## src/hw/tib_pkg.sv

```systemverilog
// Constants and types for the test port instruction and bypass scan block
package tib_pkg;
  localparam int IR_WIDTH = 8;
  localparam logic [7:0] IR_CAPTURE = 8'h81;
  localparam logic [7:0] IR_BYPASS = 8'hFF;
  localparam logic [7:0] IR_RESET = 8'hFF;
  localparam logic BYPASS_CAPTURE = 1'h0;
  localparam logic [1:0] SYNC_ZERO = 2'h0;
  localparam logic [1:0] SYNC_ONE = 2'h3;
  localparam logic [7:0] DR_RESET = 8'h00;
  localparam logic [6:0] DR_PAD = 7'h00;

  typedef enum logic [3:0] {
    TS_RESET, TS_IDLE, TS_SEL_DR, TS_CAP_DR, TS_SH_DR, TS_EX1_DR, TS_PAUSE_DR,
    TS_EX2_DR, TS_UPD_DR, TS_SEL_IR, TS_CAP_IR, TS_SH_IR, TS_EX1_IR, TS_PAUSE_IR,
    TS_EX2_IR, TS_UPD_IR
  } tib_state_type;

  typedef struct packed {
    logic [1:0] tck_sync;
    logic [1:0] tms_sync;
    logic [1:0] tdi_sync;
    logic tck_prev;
    tib_state_type state;
    logic [7:0] ir_shift;
    logic [7:0] ir_cur;
    logic bypass;
    logic [7:0] dr_par;
    logic byp_sel;
    logic tdo_out;
    logic tdo_oe_n;
  } tib_regs_type;
endpackage

```

## src/hw/tib_tap.sv

```systemverilog
// Test access port: controller, instruction register and bypass register
`timescale 1ns/1ns
module tib_tap
  import tib_pkg::*;
(
  input wire logic core_clk,
  input wire logic rst_n,
  input wire logic clk_en,
  input wire logic tck,
  input wire logic tms,
  input wire logic tdi,
  output logic tdo_out,
  output logic tdo_oe_n,
  output logic bypass_sel,
  output logic [7:0] dr_parallel
);
  import tib_pkg::*;

  tib_regs_type cur_r;
  tib_regs_type cur_nxt;
  logic tck_s;
  logic tms_s;
  logic tdi_s;
  logic rise;
  logic fall;

  function automatic tib_state_type next_state(input tib_state_type s, input logic m);
    unique case (s)
      TS_RESET: next_state = m ? TS_RESET : TS_IDLE;
      TS_IDLE: next_state = m ? TS_SEL_DR : TS_IDLE;
      TS_SEL_DR: next_state = m ? TS_SEL_IR : TS_CAP_DR;
      TS_CAP_DR: next_state = m ? TS_EX1_DR : TS_SH_DR;
      TS_SH_DR: next_state = m ? TS_EX1_DR : TS_SH_DR;
      TS_EX1_DR: next_state = m ? TS_UPD_DR : TS_PAUSE_DR;
      TS_PAUSE_DR: next_state = m ? TS_EX2_DR : TS_PAUSE_DR;
      TS_EX2_DR: next_state = m ? TS_UPD_DR : TS_SH_DR;
      TS_UPD_DR: next_state = m ? TS_SEL_DR : TS_IDLE;
      TS_SEL_IR: next_state = m ? TS_RESET : TS_CAP_IR;
      TS_CAP_IR: next_state = m ? TS_EX1_IR : TS_SH_IR;
      TS_SH_IR: next_state = m ? TS_EX1_IR : TS_SH_IR;
      TS_EX1_IR: next_state = m ? TS_UPD_IR : TS_PAUSE_IR;
      TS_PAUSE_IR: next_state = m ? TS_EX2_IR : TS_PAUSE_IR;
      TS_EX2_IR: next_state = m ? TS_UPD_IR : TS_SH_IR;
      TS_UPD_IR: next_state = m ? TS_SEL_DR : TS_IDLE;
    endcase
  endfunction

  ////////////////////////////////////////////////////////////////////////
  // Second synchroniser stage only feeds logic
  assign tck_s = cur_r.tck_sync[1];
  assign tms_s = cur_r.tms_sync[1];
  assign tdi_s = cur_r.tdi_sync[1];
  assign rise = tck_s & ~cur_r.tck_prev;
  assign fall = ~tck_s & cur_r.tck_prev;

  always_comb begin
    cur_nxt = cur_r;
    cur_nxt.tck_sync = {cur_r.tck_sync[0], tck};
    cur_nxt.tms_sync = {cur_r.tms_sync[0], tms};
    cur_nxt.tdi_sync = {cur_r.tdi_sync[0], tdi};
    cur_nxt.tck_prev = tck_s;
    if (rise) begin
      unique case (cur_r.state)
        TS_RESET: cur_nxt.ir_cur = IR_RESET;
        TS_CAP_IR: cur_nxt.ir_shift = IR_CAPTURE;
        // Shift happens in the state, including the rise that leaves it
        TS_SH_IR: cur_nxt.ir_shift = {tdi_s, cur_r.ir_shift[7:1]};
        TS_UPD_IR: cur_nxt.ir_cur = cur_r.ir_shift;
        TS_CAP_DR: cur_nxt.bypass = BYPASS_CAPTURE;
        TS_SH_DR: cur_nxt.bypass = tdi_s;
        TS_UPD_DR: cur_nxt.dr_par = {DR_PAD, cur_r.bypass};
        default: ;
      endcase
      cur_nxt.state = next_state(cur_r.state, tms_s);
    end
    if (fall) begin
      // Output stage follows state on the falling edge, as the pin does
      unique case (cur_r.state)
        TS_CAP_IR, TS_SH_IR, TS_EX1_IR, TS_PAUSE_IR, TS_EX2_IR: begin
          cur_nxt.tdo_oe_n = 1'b0;
          cur_nxt.tdo_out = cur_r.ir_shift[0];
        end
        TS_CAP_DR, TS_SH_DR, TS_EX1_DR, TS_PAUSE_DR, TS_EX2_DR: begin
          cur_nxt.tdo_oe_n = 1'b0;
          cur_nxt.tdo_out = (cur_r.ir_cur == IR_BYPASS) ? cur_r.bypass : 1'b0;
        end
        default: begin
          cur_nxt.tdo_oe_n = 1'b1;
          cur_nxt.tdo_out = 1'b0;
        end
      endcase
    end
    // Instruction falls back to bypass on the clock after reset state is entered, and on each clock spent there
    if (cur_r.state == TS_RESET) begin
      cur_nxt.ir_cur = IR_RESET;
    end
    // Decoded from the next value so the flag moves with the instruction
    cur_nxt.byp_sel = (cur_nxt.ir_cur == IR_BYPASS);
  end

  always_ff @(posedge core_clk or negedge rst_n) begin
    if (!rst_n) begin
      cur_r <= '{
        tck_sync: SYNC_ZERO,
        tms_sync: SYNC_ONE,
        tdi_sync: SYNC_ZERO,
        tck_prev: 1'b0,
        state: TS_RESET,
        ir_shift: IR_CAPTURE,
        ir_cur: IR_RESET,
        bypass: BYPASS_CAPTURE,
        dr_par: DR_RESET,
        byp_sel: 1'b1,
        tdo_out: 1'b0,
        tdo_oe_n: 1'b1
      };
    end else if (clk_en) begin
      cur_r <= cur_nxt;
    end
  end

  assign tdo_out = cur_r.tdo_out;
  assign tdo_oe_n = cur_r.tdo_oe_n;
  assign bypass_sel = cur_r.byp_sel;
  assign dr_parallel = cur_r.dr_par;

  ////////////////////////////////////////////////////////////////////////
  chk_ir_capture_load: assert property (@(posedge core_clk) disable iff (!rst_n)
    (clk_en && rise && cur_r.state == TS_CAP_IR) |=> cur_r.ir_shift == IR_CAPTURE)
    else $error("IR capture pattern not loaded");
  chk_ir_shift_step: assert property (@(posedge core_clk) disable iff (!rst_n)
    (clk_en && rise && cur_r.state == TS_SH_IR)
      |=> cur_r.ir_shift == {$past(tdi_s), $past(cur_r.ir_shift[7:1])})
    else $error("IR did not shift one bit");
  chk_bypass_decode: assert property (@(posedge core_clk) disable iff (!rst_n)
    (clk_en && rise && cur_r.state == TS_UPD_IR && cur_r.ir_shift == IR_BYPASS) |=> bypass_sel)
    else $error("All-ones not decoded as bypass");
  chk_upd_ir_hiz: assert property (@(posedge core_clk) disable iff (!rst_n)
    (clk_en && fall && cur_r.state == TS_UPD_IR) |=> tdo_oe_n)
    else $error("Output not released in Update-IR");
  chk_cap_dr_zero: assert property (@(posedge core_clk) disable iff (!rst_n)
    (clk_en && rise && cur_r.state == TS_CAP_DR) |=> !cur_r.bypass)
    else $error("Bypass did not capture zero");
  chk_bypass_pass: assert property (@(posedge core_clk) disable iff (!rst_n)
    (clk_en && fall && cur_r.state == TS_SH_DR && bypass_sel) |=> tdo_out == $past(cur_r.bypass))
    else $error("Bypass output mismatch");
  chk_upd_dr_load: assert property (@(posedge core_clk) disable iff (!rst_n)
    (clk_en && rise && cur_r.state == TS_UPD_DR) |=> dr_parallel[0] == $past(cur_r.bypass))
    else $error("Parallel stage not updated");
  chk_tdo_on_fall: assert property (@(posedge core_clk) disable iff (!rst_n)
    (!(clk_en && fall)) |=> $stable(tdo_out) && $stable(tdo_oe_n))
    else $error("Output changed off falling edge");
  chk_reset_path: assert property (@(posedge core_clk) disable iff (!rst_n)
    (clk_en && rise && tms_s && cur_r.state == TS_SEL_IR) |=> cur_r.state == TS_RESET)
    else $error("Select-IR with mode high missed reset");

  chk_tlr_ir_reset: assert property (@(posedge core_clk) disable iff (!rst_n)
    (clk_en && cur_r.state == TS_RESET) |=> cur_r.ir_cur == IR_RESET)
    else $error("Reset state did not restore bypass");

  chk_bypsel_track: assert property (@(posedge core_clk) disable iff (!rst_n)
    bypass_sel == (cur_r.ir_cur == IR_BYPASS))
    else $error("Bypass flag out of step with instruction");

  chk_cap_ir_drive: assert property (@(posedge core_clk) disable iff (!rst_n)
    (clk_en && fall && cur_r.state == TS_CAP_IR) |=> !tdo_oe_n)
    else $error("Output not enabled in Capture-IR");

  chk_cap_dr_drive: assert property (@(posedge core_clk) disable iff (!rst_n)
    (clk_en && fall && cur_r.state == TS_CAP_DR) |=> !tdo_oe_n)
    else $error("Output not enabled in Capture-DR");

  chk_nonbyp_low: assert property (@(posedge core_clk) disable iff (!rst_n)
    (clk_en && fall && cur_r.state == TS_SH_DR && !bypass_sel) |=> !tdo_out)
    else $error("Data shift output not low without bypass");

  chk_upd_dr_hiz: assert property (@(posedge core_clk) disable iff (!rst_n)
    (clk_en && fall && cur_r.state == TS_UPD_DR) |=> tdo_oe_n)
    else $error("Output not released in Update-DR");

  chk_ir_first_bit: assert property (@(posedge core_clk) disable iff (!rst_n)
    (clk_en && rise && cur_r.state == TS_CAP_IR && !tms_s) |=> cur_r.state == TS_SH_IR)
    else $error("Capture-IR did not enter shift");

  // Clock enable low must hold every bit, synchronisers included
  chk_freeze_state: assert property (@(posedge core_clk) disable iff (!rst_n)
    !clk_en |=> $stable(cur_r))
    else $error("State moved while clock enable low");

  chk_state_on_rise: assert property (@(posedge core_clk) disable iff (!rst_n)
    !(clk_en && rise) |=> $stable(cur_r.state))
    else $error("Controller moved without test clock rise");

  chk_ir_hold_shift: assert property (@(posedge core_clk) disable iff (!rst_n)
    !(clk_en && rise) |=> $stable(cur_r.ir_shift))
    else $error("Instruction shifter moved without rise");

  chk_upd_ir_load: assert property (@(posedge core_clk) disable iff (!rst_n)
    (clk_en && rise && cur_r.state == TS_UPD_IR) |=> cur_r.ir_cur == $past(cur_r.ir_shift))
    else $error("Update-IR did not load instruction");

  cov_nonbyp_dr: cover property (@(posedge core_clk) cur_r.state == TS_SH_DR && !bypass_sel);
  cov_freeze: cover property (@(posedge core_clk) !clk_en && cur_r.state == TS_RESET);
  cov_ir_scan: cover property (@(posedge core_clk) cur_r.state == TS_UPD_IR && bypass_sel);
  cov_dr_shift: cover property (@(posedge core_clk) cur_r.state == TS_SH_DR && !tdo_oe_n);
  cov_back_reset: cover property (@(posedge core_clk)
    $past(cur_r.state) == TS_SEL_IR && cur_r.state == TS_RESET);
endmodule

```

## config.mk

```make
export PLATFORM = sky130hd
export DESIGN_NAME = tib_tap
export DESIGN_NICKNAME = d
export VERILOG_FILES = /design/src/hw/tib_pkg.sv /design/src/hw/tib_tap.sv
export SDC_FILE = /design/constraint.sdc
export NUM_CORES = 1
export LEC_CHECK = 0
export ABC_AREA = 1
export BUFFER_PORTS_ARGS = -buffer_cell sky130_fd_sc_hd__buf_2
export CAP_MARGIN = 20
export CORE_MARGIN = 8
export CORE_UTILIZATION = 54
export DETAILED_ROUTE_END_ITERATION = 6
export PLACE_DENSITY = 0.72
export SYNTH_ARGS = -nofsm -noshare
export SYNTH_HDL_FRONTEND = slang
export SYNTH_SLANG_ARGS = --single-unit
```

## constraint.sdc

```tcl
create_clock -name core_clk -period 1.4 [get_ports core_clk]
set_input_delay 0.21 -clock core_clk [delete_from_list [all_inputs] [get_ports core_clk]]
set_output_delay 0.21 -clock core_clk [all_outputs]
set_load 0.05 [all_outputs]
```

# Yosys cells after proc, flatten, opt, wreduce, memory -nomap -nowiden
# Index checks and enable logic that the tools add are counted.
dict set report totals {
  ff_bits 32
  inputBits 6
  out_inout_bits 11
  elab_cells 67
}
dict set report op_classes {
  n_eq_ne 17
  muxes 21
  bitwise 4
  reduce_logical 13
}
# op n
set ops {}
lappend ops {{4-bit one-hot mux with 12 select lines} 1}
lappend ops {{4-bit equality test, second input constant} 8}
lappend ops {{17-bit two-way mux} 1}
lappend ops {{4-bit by 3-bit equality test with 1-bit output, second input constant} 4}
lappend ops {{8-bit equality test, second input constant} 2}
lappend ops {{4-bit two-way mux} 4}
lappend ops {{8-bit two-way mux} 2}
lappend ops {{8-bit one-hot mux with 2 select lines} 1}
lappend ops {{5-bit OR reduction} 2}
lappend ops {{3-bit AND reduction} 3}
lappend ops {{4-bit by 2-bit equality test with 1-bit output, second input constant} 2}
lappend ops {{2-bit two-way mux} 3}
lappend ops {{3-bit two-way mux} 2}
lappend ops {{1-bit two-way mux} 5}
lappend ops {{4-bit by 1-bit equality test with 1-bit output, second input constant} 1}
lappend ops {{4-bit zero test} 1}
lappend ops {{2-bit one-hot mux with 2 select lines} 1}
lappend ops {{2-bit AND reduction} 2}
lappend ops {{2-bit nonzero test} 2}
lappend ops {{2-bit OR reduction} 2}
lappend ops {{3-bit OR reduction} 1}
lappend ops {{1-bit AND} 2}
lappend ops {{1-bit NOT} 2}
lappend ops {{1-bit one-hot mux with 2 select lines} 1}

# Longest topological paths before layout
dict set report logic_depth {
  depth_word 5
  depth_mapped 11
  depth_no_buf 10
}

# Worst setup path after synthesis
# No wires, ideal clock.
dict set report synth_timing {
  kind {reg-to-reg}
  from {register cur_r[28] in the netlist's numbering}
  to {register cur_r[29] in the netlist's numbering}
  setup_ns 0.126
  arrival_time_ns 1.126
  required_ns 1.274
  path_slack_ns 0.147
  path_stages_with_launch 12
  path_buffers 1
  synth_period_minus_slack_ns 1.253
  path_cell_list {dfrtp_1 buf_4 inv_1 nor2_1 nand2_1 nand2_1 nor2_1 nand2_1 nand2_1 nand2_1 nand2_1 o21ai_0}
}
dict set report synth_between {
  elab_chain_len 3
  word_cells_on_any_way 20
  classes_between {eq/ne (15); mux (1); reduce/logical (4)}
}
# item line_no
set synth_rtl {}
lappend synth_rtl {{from (decl)} tib_tap.sv:19} ;# tib_regs_type cur_r;
lappend synth_rtl {{from (signal assigned)} tib_tap.sv:103} ;# cur_r <= '{
lappend synth_rtl {{from (signal assigned)} tib_tap.sv:118} ;# cur_r <= cur_nxt;
lappend synth_rtl {{4-bit equality test (tied with other cells)} tib_tap.sv:28} ;# unique case (s)
lappend synth_rtl {{3-bit OR reduction (no source line) / 2-bit OR reduction (equally long branches)} -}
lappend synth_rtl {{4-bit one-hot mux with 12 select lines (*)} tib_tap.sv:28}
# Every way passes the cells marked *; elsewhere a longest branch is shown, timed or not.
# A chain may end at the register's enable or synchronous reset.

# Final worst setup path
dict set report layout_timing {
  from {register cur_r[36] in the netlist's numbering}
  to {register cur_r[30] in the netlist's numbering}
}
dict set report layout_between {
  elab_chain_len 2
  word_cells_on_any_way 5
  classes_between {mux (5)}
}
# item line_no
set layout_rtl {}
lappend layout_rtl {{3-bit two-way mux (tied with other cells)} tib_tap.sv:43} ;# TS_EX2_IR: next_state = m ? TS_UPD_IR : TS_SH_IR;
lappend layout_rtl {{4-bit one-hot mux with 12 select lines (*)} tib_tap.sv:28}
# Marks and branches as above.

==> reports/qor.txt <==
final period utilization -> 104%
Core Footprint -> 3260 µm²
first-pass GRT wire length -> 6.66 mm
Syn Area/Cell -> 7.40 µm²
Critical Path Slowest Stage Cell -> dfstp_2
post-synthesis sequential area ratio -> 45.9%
H-tree levels -> 2
largest net degree at the start of global routing -> 33
Antenna Violating Nets Remaining -> 0
CTS root buf -> clkbuf_4
sequential power share -> 40.9%
critical path arrival -> 1680 ps
Sw Ratio -> 44.8%
min-delay src -> tms
leak pwr -> 1.15 nW
Hold Crit Depth -> 3
die height -> 73.5 µm
crit-path max FO -> 7
post-synthesis register bit count -> 32
PwrDens -> 1750 nW/µm²
Worst-Margin Slew -> 516 ps
Slew headroom -> 65.3%
Slew Limit Fails -> 0
Clk pwr share -> 13.4%
Final Hold Fails -> 0
FP Rows -> 21
design area -> 2150 µm²
CTS sink count -> 32
final WL -> 4.20 mm
routed wl met3 -> 253 µm
worst hold path class -> in -> reg
pre-CTS setup slack -> -35.2 ps
final setup fails -> 2
met1 wire length -> 1.84 mm
Area after DPL -> 1930 µm²
Final Core Density -> 65.9%
failing checks -> setup timing
GRT Util Overall -> 16.0%
Initial Util -> 54.8%
Worst path max stage delay -> 570 ps
1st-iter DRT viols -> 153
share of cells above drive strength 1 -> 28.6%
RSZ-0062 raised after global routing -> true
vias -> 1632
Critical Path Start -> cur_r[36]$_DFFE_PN1P_
initial antenna violation count -> 0
Fin Setup TNS -> -99.0 ps
final std cells w/o fill -> 319
gr ovfl total -> 0
I/O Buffers -> 9
max cap viols -> 0
critical path capture point type -> flip-flop
Max Used Layer -> met4
FMAX -> 687 MHz
gpl congestion -> 0.917
Clock transition at path regs -> 100 ps
Worst Path Required -> 1620 ps
CP Class -> reg -> reg
combinational power share -> 45.8%
Critical R2R Launch -> cur_r[36]$_DFFE_PN1P_
FF-to-FF End -> cur_r[30]$_DFFE_PN0P_
I/O pin count -> 17
Bufs and invs on worst path -> 2
worst path cell trace -> clkinvlp_4 -> buf_6 -> a31oi_4 -> nand2_1 -> o21ai_1 -> o21ai_1
CTS tree -> done
DRC -> 0
DP HPWL -> 2.86 mm
cts bufs inserted -> 5
FILL cells -> 287
status -> complete, but fails checks
Synth Cell Area -> 1780 µm²
drt first pass iters -> 4
ANT cells -> 0
Avg WL per Cell -> 13.2 µm
Layout area overhead -> 20.4%
met2 WL post-DR -> 1.97 mm
die area -> 5400 µm²
fin crit period -> 1460 ps
Avg Vias per Cell -> 5.12
Top delay family on crit path -> flip-flops
placed cell count -> 302
Hold Slack -> 59.4 ps
Synth Instances -> 241
Ys Warns -> 0
R2R depth -> 6
Distinct cells, synth -> 25
cell mode on critical path -> o21ai_1
WHS Endpoint -> cur_nxt[36]$_DFFE_PN1P_
vias in the first global route -> 1582
Layout Skew -> 4.39 ps
clk buf depth -> 2
Int Pwr -> 2.08 mW
flop-to-flop setup slack -> -60 ps
Power Total -> 3.77 mW
final worst slack -> -56.2 ps
sw power -> 1.69 mW
type of origin of the critical path -> flip-flop
Die X -> 73.5 µm
Clk Latency, worst-skew pair -> 330 ps
Final nets -> 278
peak supply drop -> 0.798 mV
-- cell families after synthesis --
group                  Yosys count  synth area share [%]
AND/OR/NAND/NOR                142                  34.9
other                            1                 0.210
flip-flops                      32                  45.9
buffers and inverters           34                  9.26
AO/OA/AOI/OAI                   32                  9.82
-- cells in the final DEF, fill, tap and decap left out, types with 2 or more instances in the layout --
| cell type | synthesis | layout |
|---|---|---|
| inv_2 | 3 | 3 |
| a21oi_1 | 5 | 5 |
| nand2_4 | 1 | 4 |
| inv_1 | 18 | 16 |
| o21ai_0 | 21 | 16 |
| a31oi_1 | 3 | 2 |
| dfrtp_1 | 18 | 14 |
| o21ai_1 | 0 | 4 |
| nor2_8 | 2 | 2 |
| dfrtp_2 | 0 | 4 |
| buf_4 | 9 | 18 |
| conb_1 | 1 | 7 |
| nand3_1 | 23 | 20 |
| inv_4 | 1 | 2 |
| buf_2 | 1 | 9 |
| nand2_1 | 89 | 88 |
| clkbuf_4 | 0 | 5 |
| nand3_2 | 0 | 3 |
| nor3_1 | 4 | 3 |
| nor2_4 | 0 | 3 |
| clkbuf_1 | 2 | 2 |
| dfstp_2 | 14 | 14 |
| nor2_1 | 17 | 13 |
| nor2_2 | 1 | 2 |
-- worst max path at each step --
stage / to / cells past startpoint
5_1_grt: cur_r[29]$_DFFE_PN0P_ / 10
4_1_cts: cur_r[26]$_DFFE_PN0P_ / 7
3_5_place_dp: cur_r[26]$_DFFE_PN0P_ / 7
2_1_floorplan: cur_r[29]$_DFFE_PN0P_ / 11
6_report: cur_r[30]$_DFFE_PN0P_ / 6
3_3_place_gp: cur_r[28]$_DFFE_PN0P_ / 8
-- metal layers --
layer  global-route usage, %  vias to the layer above
met5                       0                        -
met4                    12.0                        0
met3                    3.55                       19
met2                    24.5                       72
met1                    19.1                      716
li1                        -                      825
-- layout make-up --
type | instances | area, µm² | share of cell area, %
tap | 46 | 57.6 | 2.68
multi-input combinational | 181 | 905 | 42.1
sequential | 32 | 823 | 38.3
clock buffer | 7 | 45.0 | 2.10
timing repair buffer | 30 | 221 | 10.3
clock inverter | 1 | 5.00 | 0.233
inverter | 22 | 91.3 | 4.25
-- synthesized netlist by cell type, drive strengths merged --
cell | count | area [µm²]
a21oi | 5 | 25.0
a31oi | 3 | 18.8
buf | 10 | 72.6
clkbuf | 2 | 7.51
conb | 1 | 3.75
dfrtp | 18 | 450
dfstp | 14 | 368
inv | 22 | 85.1
nand2 | 93 | 364
nand3 | 23 | 115
nand4 | 1 | 6.26
nor2 | 20 | 110
nor3 | 4 | 20.0
nor4 | 1 | 6.26
o211ai | 1 | 7.51
o21ai | 21 | 105
o22ai | 1 | 6.26
o31ai | 1 | 12.5
-- worst reg2reg max path, cell delays in order, from the launching register on --
cell	delay, ps
dfstp_2	570
clkinvlp_4	170
buf_6	170
a31oi_4	150
nand2_1	80
o21ai_1	130
o21ai_1	80
-- registers in the layout (all words and copies together) (netlist names) --
register / count
dr_parallel: 1
tdo_oe_n: 1
cur_r: 24
bypass_sel: 1
cur_nxt: 4
tdo_out: 1
-- what timing repair did --
action	in CTS	in global routing
endpoints found under the setup margin	6	18
buffers inserted	0	8
hold buffers	1	0
hold endpoints to repair	18	0
pin swaps	0	9
gates resized for setup	2	28
-- power groups by stage --
stage / Sequential [mW] / Combinational [mW] / Clock [mW]
3_3_place_gp: 1.49 / 1.50 / 0
5_1_grt: 1.58 / 1.94 / 0.551
6_report: 1.54 / 1.73 / 0.504
3_5_place_dp: 1.50 / 1.50 / 0
2_1_floorplan: 1.60 / 1.01 / 0
4_1_cts: 1.49 / 1.51 / 0.519
(Power assumes the default switching activity.)
